`config.mk`:
```
export PLATFORM = sky130hd
export DESIGN_NAME = indicator_core
export DESIGN_NICKNAME = d
export VERILOG_FILES = /design/src/core/indicator_pkg.sv /design/src/core/blink_gen.sv /design/src/core/indicator_core.sv
export SDC_FILE = /design/constraint.sdc
export NUM_CORES = 1
export LEC_CHECK = 0
export BUFFER_PORTS_ARGS = -buffer_cell sky130_fd_sc_hd__buf_2
export CORE_MARGIN = 1
export CORE_UTILIZATION = 45
export DETAILED_ROUTE_END_ITERATION = 6
export GPL_ROUTABILITY_DRIVEN = 0
export MAX_ROUTING_LAYER = met4
export PLACE_DENSITY = 0.83
export SLEW_MARGIN = 10
export SYNTH_ARGS = -nofsm -noshare
export SYNTH_HDL_FRONTEND = slang
export SYNTH_SLANG_ARGS = --single-unit
```
`constraint.sdc`:
```
create_clock -name clk_sys -period 2.4 [get_ports clk_sys]
set_input_delay 0.24 -clock clk_sys [delete_from_list [all_inputs] [get_ports clk_sys]]
set_output_delay 0.24 -clock clk_sys [all_outputs]
set_load 0.02 [all_outputs]
```
`src/core/indicator_pkg.sv`:
```
package indicator_pkg;

  // ----------------------------------------------------------------
  // clock and blink timing
  // ----------------------------------------------------------------
  localparam int unsigned CLK_HZ         = 50_000_000;
  localparam int unsigned BLINK_HALF_MS  = 250;
  localparam int unsigned BLINK_HALF_CYC = CLK_HZ / 1000 * BLINK_HALF_MS;

  // ----------------------------------------------------------------
  // ports and network number range
  // ----------------------------------------------------------------
  localparam int unsigned PORTS_DEF   = 2;
  localparam int unsigned PORTS_MAX   = 8;
  localparam logic [7:0]  NET_NUM_MIN = 8'h01;
  localparam logic [7:0]  NET_NUM_MAX = 8'hEF;

  // ----------------------------------------------------------------
  // register map (byte addresses) and fields
  // ----------------------------------------------------------------
  localparam int unsigned ADDR_W       = 12;
  localparam logic [11:0] ADDR_CTRL    = 12'h000;
  localparam logic [11:0] ADDR_STATUS  = 12'h004;
  localparam logic [11:0] ADDR_SNAP    = 12'h008;
  localparam logic [31:0] RDATA_NONE   = 32'h00000000;

  localparam int unsigned CTRL_SYS_ERR   = 0;
  localparam int unsigned CTRL_SET_READY = 1;
  localparam int unsigned CTRL_SET_DONE  = 2;
  localparam int unsigned CTRL_NUM_SET   = 3;
  localparam int unsigned CTRL_NUM_LSB   = 8;

  localparam int unsigned STAT_LED_LSB  = 0;
  localparam int unsigned STAT_LERR_LSB = 8;
  localparam int unsigned STAT_LINK_LSB = 16;
  localparam int unsigned STAT_CHANGED  = 24;
  localparam int unsigned STAT_SETMODE  = 25;

  localparam int unsigned SNAP_STN_LSB = 0;
  localparam int unsigned SNAP_NET_LSB = 8;
  localparam int unsigned SNAP_MODE    = 16;

  // ----------------------------------------------------------------
  // carriers
  // ----------------------------------------------------------------
  typedef struct packed {
    logic power_on;
    logic run_ok;
    logic net_error;
    logic link_active;
    logic cyclic_run;
    logic comm_error;
    logic rx_active;
    logic tx_active;
  } net_status_s;

  typedef struct packed {
    logic [7:0] station;
    logic [7:0] netnum;
    logic       setting_mode;
  } switch_s;

  typedef struct packed {
    logic       sys_error;
    logic       setting_ready;
    logic       setting_done;
    logic       number_entered;
    logic [7:0] net_number;
  } ctrl_s;

  typedef struct packed {
    logic power_led;
    logic run_led;
    logic data_link_led;
    logic net_error_led;
    logic receive_activity_led;
    logic transmit_activity_led;
    logic system_status_led_a;
    logic system_status_led_b;
  } led_s;

endpackage

```
`src/core/blink_gen.sv`:
```
`timescale 1ns/100ps
module blink_gen #(
  parameter int unsigned HALF_CYC = indicator_pkg::BLINK_HALF_CYC
) (
  input  wire logic clk_sys,
  input  wire logic srst,
  output logic      blink
);
  import indicator_pkg::*;

  localparam int unsigned W = (HALF_CYC > 1) ? $clog2(HALF_CYC) : 1;
  localparam logic [W-1:0] CNT_LAST = W'(HALF_CYC - 1);
  localparam logic [W-1:0] CNT_ONE  = W'(1);

  // a one-cycle half period would toggle every edge, no visible flash
  if (HALF_CYC < 2) begin : g_bad_half
    $error("blink half period must be at least two cycles");
  end

  typedef struct packed {
    logic [W-1:0] cnt;
    logic         phase;
  } blink_state_s;

  blink_state_s st;
  blink_state_s next_st;

  // ----------------------------------------------------------------
  // free-running prescaler, symmetric square wave
  // ----------------------------------------------------------------
  always_comb begin
    next_st = st;
    if (st.cnt == CNT_LAST) begin
      next_st.cnt   = '0;
      next_st.phase = ~st.phase;
    end else begin
      next_st.cnt = st.cnt + CNT_ONE;
    end
  end

  always_ff @(posedge clk_sys) begin
    if (srst) begin
      st <= '0;
    end else begin
      st <= next_st;
    end
  end

  assign blink = st.phase;

endmodule

```
`src/core/indicator_core.sv`:
```
// ----------------------------------------------------------------
// Contract
// - power LED follows network-side power.
// - run LED on while network normal, off on network error.
// - data-link LED steady on with link and cyclic transfer running.
// - data-link LED flashes with link up but cyclic transfer stopped.
// - data-link LED dark with no data link.
// - error LED steady on during communication error.
// - error LED flashes when any switch differs from its power-up value.
// - station switch sampled once at power-up only.
// - error LED dark when normal and nothing pending.
// - receive LED lit while frames are received.
// - transmit LED lit while frames are sent.
// - normal mode, status LED A on when healthy, off on system error.
// - setting mode, status LED A steady once setting completed.
// - setting mode, status LED A flashes when ready but not done.
// - normal mode, status LED B on only on system error.
// - setting mode, status LED B lit on out-of-range number.
// - per port, line-error LED set on bad data, cleared on good.
// - network number out of range below 1 or above 239.
// ----------------------------------------------------------------
`timescale 1ns/100ps
module indicator_core #(
  parameter int unsigned N_PORTS   = indicator_pkg::PORTS_DEF,
  parameter int unsigned BLINK_HALF = indicator_pkg::BLINK_HALF_CYC
) (
  input  wire logic                         clk_sys,
  input  wire logic                         srst,
  input  wire logic                         psel,
  input  wire logic                         penable,
  input  wire logic                         pwrite,
  input  wire logic [indicator_pkg::ADDR_W-1:0] paddr,
  input  wire logic [31:0]                  pwdata,
  output logic      [31:0]                  prdata,
  output logic                              pready,
  output logic                              pslverr,
  input  wire indicator_pkg::net_status_s   net,
  input  wire indicator_pkg::switch_s       switches,
  input  wire logic [N_PORTS-1:0]           port_frame_ok,
  input  wire logic [N_PORTS-1:0]           port_frame_bad,
  input  wire logic [N_PORTS-1:0]           port_link_up,
  output indicator_pkg::led_s               leds,
  output logic      [N_PORTS-1:0]           port_line_error_led,
  output logic      [N_PORTS-1:0]           port_link_led
);
  import indicator_pkg::*;

  if (N_PORTS < 1 || N_PORTS > PORTS_MAX) begin : g_bad_ports
    $error("port count must be 1 to 8");
  end

  // ----------------------------------------------------------------
  // state
  // ----------------------------------------------------------------
  typedef struct packed {
    logic               sampled;
    switch_s            snap;
    ctrl_s              ctrl;
    led_s               led;
    logic [N_PORTS-1:0] line_err;
    logic [N_PORTS-1:0] link;
    logic [31:0]        rdata;
    logic               slverr;
  } core_state_s;

  core_state_s st;
  core_state_s next_st;
  logic        blink;
  logic        changed;
  logic        num_bad;
  logic        setup;
  logic        wr_access;
  logic        hit;
  logic [31:0] ctrl_word;
  logic [31:0] status_word;
  logic [31:0] snap_word;

  blink_gen #(
    .HALF_CYC (BLINK_HALF)
  ) u_blink (
    .clk_sys (clk_sys),
    .srst    (srst),
    .blink   (blink)
  );

  // ----------------------------------------------------------------
  // derived conditions
  // ----------------------------------------------------------------
  // compare live switches against power-up copy
  assign changed = st.sampled && (switches != st.snap);
  assign num_bad = (st.ctrl.net_number < NET_NUM_MIN) ||
                   (st.ctrl.net_number > NET_NUM_MAX);

  assign setup     = psel && !penable;
  assign wr_access = psel && penable && pwrite;
  assign hit       = (paddr == ADDR_CTRL) || (paddr == ADDR_STATUS) ||
                     (paddr == ADDR_SNAP);

  always_comb begin
    ctrl_word = '0;
    ctrl_word[CTRL_SYS_ERR]   = st.ctrl.sys_error;
    ctrl_word[CTRL_SET_READY] = st.ctrl.setting_ready;
    ctrl_word[CTRL_SET_DONE]  = st.ctrl.setting_done;
    ctrl_word[CTRL_NUM_SET]   = st.ctrl.number_entered;
    ctrl_word[CTRL_NUM_LSB +: 8] = st.ctrl.net_number;
  end

  always_comb begin
    status_word = '0;
    status_word[STAT_LED_LSB +: 8]        = st.led;
    status_word[STAT_LERR_LSB +: N_PORTS] = st.line_err;
    status_word[STAT_LINK_LSB +: N_PORTS] = st.link;
    status_word[STAT_CHANGED]             = changed;
    status_word[STAT_SETMODE]             = st.snap.setting_mode;
  end

  always_comb begin
    snap_word = '0;
    snap_word[SNAP_STN_LSB +: 8] = st.snap.station;
    snap_word[SNAP_NET_LSB +: 8] = st.snap.netnum;
    snap_word[SNAP_MODE]         = st.snap.setting_mode;
  end

  // ----------------------------------------------------------------
  // next state
  // ----------------------------------------------------------------
  always_comb begin
    next_st = st;

    // one capture after reset release, then frozen
    if (!st.sampled) begin
      next_st.sampled = 1'b1;
      next_st.snap    = switches;
    end

    // read data prepared in setup, so access needs no wait
    if (setup) begin
      next_st.slverr = !hit;
      unique case (paddr)
        ADDR_CTRL:   next_st.rdata = ctrl_word;
        ADDR_STATUS: next_st.rdata = status_word;
        ADDR_SNAP:   next_st.rdata = snap_word;
        default:     next_st.rdata = RDATA_NONE;
      endcase
    end

    if (wr_access && paddr == ADDR_CTRL) begin
      next_st.ctrl.sys_error      = pwdata[CTRL_SYS_ERR];
      next_st.ctrl.setting_ready  = pwdata[CTRL_SET_READY];
      next_st.ctrl.setting_done   = pwdata[CTRL_SET_DONE];
      next_st.ctrl.number_entered = pwdata[CTRL_NUM_SET];
      next_st.ctrl.net_number     = pwdata[CTRL_NUM_LSB +: 8];
    end

    next_st.led.power_led = net.power_on;
    // run off on any network error
    next_st.led.run_led = net.run_ok && !net.net_error;

    // data link steady, flashing or dark
    if (net.link_active && net.cyclic_run) begin
      next_st.led.data_link_led = 1'b1;
    end else if (net.link_active) begin
      next_st.led.data_link_led = blink;
    end else begin
      next_st.led.data_link_led = 1'b0;
    end

    if (net.comm_error) begin
      next_st.led.net_error_led = 1'b1;
    end else if (changed) begin
      next_st.led.net_error_led = blink;
    end else begin
      next_st.led.net_error_led = 1'b0;
    end

    next_st.led.receive_activity_led  = net.rx_active;
    next_st.led.transmit_activity_led = net.tx_active;

    // mode is the one sampled at power-up, not the live switch
    if (st.snap.setting_mode) begin
      if (st.ctrl.setting_done) begin
        next_st.led.system_status_led_a = 1'b1;
      end else if (st.ctrl.setting_ready) begin
        next_st.led.system_status_led_a = blink;
      end else begin
        next_st.led.system_status_led_a = 1'b0;
      end
      // only a number actually entered can be out of range
      next_st.led.system_status_led_b = st.ctrl.number_entered && num_bad;
    end else begin
      next_st.led.system_status_led_a = !st.ctrl.sys_error;
      next_st.led.system_status_led_b = st.ctrl.sys_error;
    end

    // bad data wins when both arrive together
    for (int i = 0; i < N_PORTS; i++) begin
      if (port_frame_bad[i]) begin
        next_st.line_err[i] = 1'b1;
      end else if (port_frame_ok[i]) begin
        next_st.line_err[i] = 1'b0;
      end
    end

    next_st.link = port_link_up;
  end

  always_ff @(posedge clk_sys) begin
    if (srst) begin
      st <= '0;
    end else begin
      st <= next_st;
    end
  end

  // ----------------------------------------------------------------
  // outputs
  // ----------------------------------------------------------------
  assign prdata              = st.rdata;
  assign pslverr             = st.slverr;
  assign pready              = 1'b1;
  assign leds                = st.led;
  assign port_line_error_led = st.line_err;
  assign port_link_led       = st.link;

  for (genvar i = 0; i < N_PORTS; i++) begin : g_port_chk

  end
endmodule

```
==> results of run 1 <==
[cell usage after synthesis (all sizes together) (6+ instances only)]
| cell type | instances |
|---|---|
| nor4 | 8 |
| a21oi | 24 |
| nand4 | 9 |
| nand3 | 17 |
| mux2i | 29 |
| dfxtp | 88 |
| o21ai | 29 |
| buf | 53 |
| nor2 | 60 |
| xnor2 | 12 |
| clkbuf | 11 |
| inv | 6 |
| xor2 | 28 |
| nand2 | 40 |
| nor2b | 9 |
[report_power, final]
group          total (mW)  internal [mW]  switching, mW
Combinational       0.248          0.102          0.145
Clock                1.11          0.604          0.505
Sequential           1.52           1.49         0.0309
Total                2.88           2.20          0.682
[final timing paths]
check,startpoint,end
setup / recovery,u_blink.st[23]$_SDFF_PP0_,u_blink.st[22]$_SDFF_PP0_
hold / removal,net[5],leds[6]$_SDFF_PP0_
setup reg to reg,u_blink.st[23]$_SDFF_PP0_,u_blink.st[22]$_SDFF_PP0_
hold reg to reg,prdata[11]$_SDFFE_PP0P_,prdata[11]$_SDFFE_PP0P_
[layout make-up]
type | instances | area [um^2]
Inverter | 6 | 22.5
Sequential cell | 88 | 1760
Clock buffer | 11 | 141
Fill cell | 813 | 4190
Multi-Input combinational cell | 312 | 1830
Tap cell | 108 | 135
Clock inverter | 3 | 67.6
Timing Repair Buffer | 101 | 528
[cells by family (layout without fill, tap and decap cells)]
kind of cell,Yosys count,in the layout,share of synthesized area
xor gates and xnor gates,40,40,0.0873
adders and majority gates,1,1,0.00312
DFF,88,88,0.439
and+or+nand+nor,164,164,0.192
buffers and inverters,70,121,0.115
other,2,13,0.00187
muxes,29,29,0.0723
AOI/OAI and AO/OA,65,65,0.0895
[layer usage]
layer,share of wire,up-vias,GRT usage
met5,0,-,-
met4,0.024,0,0.104
met3,0.063,16,0.0352
met2,0.47,111,0.333
met1,0.44,1520,0.232
li1,-,1611,-
[through the flow]
stage | hold WS (ns) | instance area, um^2 | utilization | worst slack [ns] | instances
2_1_floorplan | 0.316 | 4060 | - | 0.478 | 470
5_1_grt | 0.0359 | 4490 | 0.517 | 0.216 | 629
4_1_cts | 0.0353 | 4490 | 0.517 | 0.309 | 629
3_3_place_gp | 0.403 | 4280 | 0.493 | 0.380 | 615
6_report | 0.0424 | 4490 | 0.517 | 0.317 | 629
3_5_place_dp | 0.411 | 4280 | 0.493 | 0.325 | 615
[registers in the layout, indices dropped and copies added, names as in the netlist]
| signal | cells |
|---|---|
| st | 1 |
| pslverr | 1 |
| snap_word | 17 |
| port_link_led | 2 |
| leds | 8 |
| u_blink.blink | 1 |
| port_line_error_led | 2 |
| prdata | 20 |
| u_blink.st | 24 |
| ctrl_word | 12 |
[layout by cell type, fill, tap and decap left out, types with 2 or more instances in the layout]
master,n
a21oi_1,24
bufinv_16,2
o21ai_0,29
nand3_1,17
buf_2,92
clkbuf_8,10
nor2_1,59
nand4_1,9
buf_4,9
nor3_1,4
or4_1,3
nand2_1,40
xnor2_1,12
nor2b_1,9
xor2_1,28
inv_1,6
a22oi_1,5
conb_1,13
nor4_1,7
nor3b_1,2
dfxtp_1,88
and3_1,5
mux2i_1,29
==> flow_summary.ini, run 1 <==
[run_status]
status = finished clean

[yosys]
post_synth_main_area_contributors = dfxtp_1 44%, buf_4 8.4%, mux2i_1 7.2%
cell_area_after_synthesis_um2 = 4010
synth_seq_area_share = 0.439
synthDominantCellAreaShare = 0.439
synth.lib_cells_used.distinct = 40
syn_warnings = 0
synth-seq-cells = 88
synthCells = 459
post_synth_arst_share = 0
synth-edff-count = 0
synth_flop_cell = dfxtp_1
synth_top_cell_by_area = dfxtp_1
avgSynthCellArea_um2 = 8.74

[sta]
hold_viol = 0
max_clock_freq_mhz = 480
timing.setup.tns_ns = 0
timing.final.crit_share = 0.868
clock_skew_ns = 0.0114
slew-limit-headroom = 0.455
finalMaxSlewViolations = 0
timing.final.setup_violations = 0
rsz0062_at_grt = no
fin_crit_ns = 2.08
tightest_slew_ns = 0.817

[clocking]
post-cts-setup-buffer-count = 0
clkTransAtPathRegs_ns = 0.08
cts_repair_resize_count = 0
tritoncts = done
worstSkewPairLatency_ns = 0.36
cts-hold-fix-buffers = 0
cts.sink_count = 88
cts.root.buffer_cell = clkbuf_8
htree_num_levels = 3
cts.path.max_buffers = 2
tritoncts.num_buffers = 9

[final_layout]
antenna_cells = 0
drive_gt1_frac = 0.225
areaGrowthSynthToFinish_pct = 11.9
nNetsFinal = 599

[place]
port_buffers = 92
dp_hpwl_um = 6590

[setup_path]
crit_required_ns = 2.64
worst-endpoint-arrival_ns = 2.32
kind_of_launch_point_of_the_worst_setup_path = flip-flop
critPathCaptureType = flip-flop
timing.critical_path.cells = or4b_1 -> or4_1 -> nor4_2 -> or2_1 -> buf_4 -> nor2_1
cpPeakStageDelay_ns = 0.51
timing.critical_path.max_delay_family = simple AND/OR/NAND/NOR gates
critPathKind = reg -> reg
cpMaxStageDelayCell = or4b_1
worst-path-stages = 6
slack_of_the_worst_reg_to_reg_path_ns = 0.32
cp_num_buf_inv = 1
crit_path_max_fo = 23
worst_r2r_path_depth = 6

[global_routing]
antenna_found_initial = 0
grt_pass1_wl_um = 13700
global_route_usage_over_all_layers = 0.201
total_congestion_overflow = 0
grt_max_degree = 42
vias_in_the_first_global_route = 3021

[floorplan]
die_width_um = 96.4
pin_count = 126
placeableCoreArea_um2 = 8680
std_cell_rows = 34
dieArea_um2 = 9300
floorplan.die.height_um = 96.4
effective_utilization_at_floorplan = 0.463

[min_path]
worstHoldPathCells = 2
hold_path_class = in -> reg

[routing]
detailedRoute.firstPassIterationCount = 4
vias = 3258
wirelength_um = 8830
drt-wirelength-per-cell_um = 14.0
drcViolationCount = 0
initialDrtViolationCount = 206
post_detailed_route_count_of_antenna_violating_nets = 0
vias_per_cell = 5.18

[pwr]
design_power_total_mw = 2.88
power.ir.vdd_worst_mv = 0.246
p_leak_nw = 1.93
pwr_density_cell_nw_per_um2 = 642

[job]
maxCapViolations = 0
Power figures use the tool's default switching activity.
==> run 2: changes to the inputs <==
--- a/config.mk
+++ b/config.mk
@@ -8,6 +8,7 @@
 export BUFFER_PORTS_ARGS = -buffer_cell sky130_fd_sc_hd__buf_2
 export CORE_MARGIN = 1
 export CORE_UTILIZATION = 45
+export CTS_BUF_LIST = sky130_fd_sc_hd__clkbuf_4 sky130_fd_sc_hd__clkbuf_8 sky130_fd_sc_hd__clkbuf_16
 export DETAILED_ROUTE_END_ITERATION = 6
 export GPL_ROUTABILITY_DRIVEN = 0
 export MAX_ROUTING_LAYER = met4
==> flow_summary.ini, run 2 (same netlist as run 1, synthesis figures left out) <==
[clocking]
cts.sink_count = 88
tritoncts.num_buffers = 9
cts.root.buffer_cell = clkbuf_8
cts_repair_resize_count = 0
post-cts-setup-buffer-count = 0
cts.path.max_buffers = 2
tritoncts = done
htree_num_levels = 3
worstSkewPairLatency_ns = 0.36
clkTransAtPathRegs_ns = 0.08
cts-hold-fix-buffers = 0

[sta]
slew-limit-headroom = 0.458
finalMaxSlewViolations = 0
fin_crit_ns = 2.09
timing.final.setup_violations = 0
timing.setup.tns_ns = 0
rsz0062_at_grt = no
max_clock_freq_mhz = 479
tightest_slew_ns = 0.811
timing.final.crit_share = 0.870
clock_skew_ns = 0.0113
hold_viol = 0

[setup_path]
worst-endpoint-arrival_ns = 2.33
kind_of_launch_point_of_the_worst_setup_path = flip-flop
critPathKind = reg -> reg
crit_path_max_fo = 23
crit_required_ns = 2.64
critPathCaptureType = flip-flop

[final_layout]
largest_register_ffs = 24
nNetsFinal = 599
fill_cells = 813
drive_gt1_frac = 0.226
layoutNonFillerInstCount = 629
areaGrowthSynthToFinish_pct = 12.0
top_register_by_number_of_flip_flops = u_blink.st
commonest_cells_after_routing_fill_and_taps_aside = 92 x buf_2, 88 x dfxtp_1, 59 x nor2_1
antenna_cells = 0
layout.cells.most_common = buf_2

[place]
port_buffers = 92
dp_hpwl_um = 6590
placedCellCount = 615

[job]
maxCapViolations = 0

[pwr]
switching_share = 0.236
power_frac_comb = 0.086
power.ir.vdd_worst_mv = 0.246
internal-power_mw = 2.21
pwr_density_cell_nw_per_um2 = 643
p_leak_nw = 1.94
share_seq_of_total_power = 0.527
p_sw_mw = 0.681
power.share.clock = 0.387

[routing]
wirelength_um = 8840
initialDrtViolationCount = 206
vias = 3264
post_detailed_route_count_of_antenna_violating_nets = 0
vias_per_cell = 5.19
drt-wirelength-per-cell_um = 14.1
detailedRoute.firstPassIterationCount = 4
drcViolationCount = 0

[global_routing]
grt_max_degree = 42
vias_in_the_first_global_route = 3021
total_congestion_overflow = 0
grt_pass1_wl_um = 13700
antenna_found_initial = 0
global_route_usage_over_all_layers = 0.201

[run_status]
status = finished clean

[floorplan]
floorplan.die.height_um = 96.4
std_cell_rows = 34
dieArea_um2 = 9300
placeableCoreArea_um2 = 8680
pin_count = 126
die_width_um = 96.4
effective_utilization_at_floorplan = 0.463

[min_path]
hold_path_class = in -> reg
[run 2: layout make-up]
| cell class | count | area (um^2) | share of cell area |
|---|---|---|---|
| flip-flops and latches | 88 | 1760 | 0.392 |
| clock buffers | 11 | 145 | 0.0323 |
| inverters | 6 | 22.5 | 0.00501 |
| repair buffers | 101 | 528 | 0.117 |
| multi-input cells | 312 | 1830 | 0.408 |
| clock inverters | 3 | 67.6 | 0.0150 |
| well taps | 108 | 135 | 0.0301 |
[run 2: critical path, stage by stage, from the launching register on]
cell and delay, ns:
dfxtp_1 0.34, or4b_1 0.51, or4_1 0.43, nor4_2 0.21, or2_1 0.14, buf_4 0.25
nor2_1 0.09
[run 2: per-stage QoR]
step                 util  total power, mW  hold slack [ns]  worst slack [ns]  instance area, um^2
finish              0.518             2.89           0.0418             0.312                 4490
global route        0.518             2.98           0.0359             0.216                 4490
CTS                 0.518             2.90           0.0353             0.309                 4490
detailed placement  0.493             1.80            0.411             0.325                 4280
global placement    0.493             1.80            0.403             0.380                 4280
floorplan               -             1.74            0.316             0.478                 4060
[run 2: per-layer routing]
metal / GRT usage / wire length (um) / vias up
met5: - / 0 / -
met2: 0.333 / 4250 / 110
met1: 0.232 / 3880 / 1529
met3: 0.0352 / 518 / 16
li1: - / - / 1609
met4: 0.104 / 203 / 0
[run 2: final timing paths]
path	startpoint	to	slack (ns)	depth (start not counted)
setup / recovery	u_blink.st[23]$_SDFF_PP0_	u_blink.st[22]$_SDFF_PP0_	0.31	6
setup reg to reg	u_blink.st[23]$_SDFF_PP0_	u_blink.st[22]$_SDFF_PP0_	0.31	6
hold / removal	net[5]	leds[6]$_SDFF_PP0_	0.04	2
hold reg to reg	prdata[11]$_SDFFE_PP0P_	prdata[11]$_SDFFE_PP0P_	0.45	2
[run 2: power groups by stage]
stage	combinational [mW]	clock (mW)	sequential, mW
floorplan	0.187	0	1.55
global placement	0.240	0	1.56
finish	0.248	1.12	1.52
detailed placement	0.246	0	1.56
global route	0.273	1.18	1.53
CTS	0.248	1.13	1.52
==> run 3: changes to the inputs <==
==> constraint.sdc (replaced) <==
create_clock -name clk_sys -period 2.4 [get_ports clk_sys]
set_input_delay 0.48 -clock clk_sys [delete_from_list [all_inputs] [get_ports clk_sys]]
set_output_delay 0.48 -clock clk_sys [all_outputs]
set_load 0.02 [all_outputs]
==> flow_summary.ini, run 3 (same netlist as run 1, synthesis figures left out) <==
[clocking]
cts.sink_count = 88
tritoncts = done
clkTransAtPathRegs_ns = 0.09
cts.path.max_buffers = 2
htree_num_levels = 3
tritoncts.num_buffers = 9
worstSkewPairLatency_ns = 0.36
cts_repair_resize_count = 0
cts.root.buffer_cell = clkbuf_8
post-cts-setup-buffer-count = 0
cts-hold-fix-buffers = 0

[routing]
post_detailed_route_count_of_antenna_violating_nets = 0
drcViolationCount = 0
initialDrtViolationCount = 203
wirelength_um = 8980
vias_per_cell = 5.15
vias = 3255
drt-wirelength-per-cell_um = 14.2
detailedRoute.firstPassIterationCount = 4

[sta]
hold_viol = 0
timing.setup.tns_ns = 0
timing.final.crit_share = 0.882
timing.final.setup_violations = 0
tightest_slew_ns = 0.779
setup_slack_ns = 0.284
slew-limit-headroom = 0.480
rsz0062_at_grt = no
max_clock_freq_mhz = 473
whs_ns = 0.275
finalMaxSlewViolations = 0
clock_skew_ns = 0.0108
fin_crit_ns = 2.12

[floorplan]
pin_count = 126
std_cell_rows = 34
placeableCoreArea_um2 = 8680
floorplan.die.height_um = 96.4
effective_utilization_at_floorplan = 0.463
die_width_um = 96.4
dieArea_um2 = 9300

[min_path]
hold_path_class = in -> reg

[pwr]
p_leak_nw = 1.93
power.ir.vdd_worst_mv = 0.232
pwr_density_cell_nw_per_um2 = 628

[place]
dp_hpwl_um = 6590
setup_slack_after_placement_ns = 0.305
port_buffers = 92

[setup_path]
worst-endpoint-arrival_ns = 2.36
kind_of_launch_point_of_the_worst_setup_path = flip-flop
crit_required_ns = 2.64
crit_path_max_fo = 23
slack_of_the_worst_reg_to_reg_path_ns = 0.28
critPathKind = reg -> reg
critPathCaptureType = flip-flop

[final_layout]
areaGrowthSynthToFinish_pct = 11.9
top_register_by_number_of_flip_flops = u_blink.st
layout.cells.most_common = buf_2
commonest_cells_after_routing_fill_and_taps_aside = 92 x buf_2, 88 x dfxtp_1, 59 x nor2_1
nNetsFinal = 600
largest_register_ffs = 24
drive_gt1_frac = 0.231
antenna_cells = 0
fill_cells = 800

[run_status]
status = finished clean

[global_routing]
total_congestion_overflow = 0
global_route_usage_over_all_layers = 0.208
vias_in_the_first_global_route = 3130
antenna_found_initial = 0
grt_max_degree = 34
grt_pass1_wl_um = 14400

[job]
maxCapViolations = 0
run 3: layout make-up:
cell class,instances,area [um^2],share of cell area
Sequential cell,88,1760,0.392
Tap cell,108,135,0.0301
Timing Repair Buffer,102,536,0.119
Clock buffer,9,124,0.0276
Inverter,6,22.5,0.00501
Clock inverter,7,78.8,0.0175
Multi-Input combinational cell,312,1830,0.408
run 3: power breakdown:
group	total (mW)	internal [mW]	switching (mW)	leakage, nW
logic	0.251	0.103	0.148	1.12
registers	1.52	1.49	0.0314	0.716
clock network	1.04	0.490	0.555	0.0925
total	2.82	2.09	0.734	1.93
run 3: final timing paths:
path | startpoint | end | cells after the start
setup / recovery | u_blink.st[7]$_SDFF_PP0_ | u_blink.st[10]$_SDFF_PP0_ | 6
setup reg to reg | u_blink.st[7]$_SDFF_PP0_ | u_blink.st[10]$_SDFF_PP0_ | 6
hold / removal | net[5] | leds[6]$_SDFF_PP0_ | 2
hold reg to reg | prdata[3]$_SDFFE_PP0P_ | prdata[3]$_SDFFE_PP0P_ | 2
run 3: routing by layer:
layer / part of all wire / vias up / GRT usage
li1: - / 1616 / -
met1: 0.44 / 1519 / 0.243
met2: 0.48 / 106 / 0.350
met3: 0.057 / 14 / 0.0336
met4: 0.023 / 0 / 0.0956
met5: 0 / - / -
run 3: per-stage QoR:
stage	std cells	utilization	instance area, um^2	power, mW
finish	632	0.518	4490	2.82
CTS	632	0.517	4490	2.85
detailed placement	616	0.494	4290	1.81
global placement	616	0.494	4290	1.80
global route	632	0.518	4490	2.93
floorplan	470	-	4060	1.74
run 3: critical path, cell delays in order (launching register included):
cell     delay [ns]
dfxtp_1        0.38
or4b_1         0.48
or4_1          0.44
nor4_2         0.22
or2_1          0.15
buf_4          0.25
nor2_1         0.09
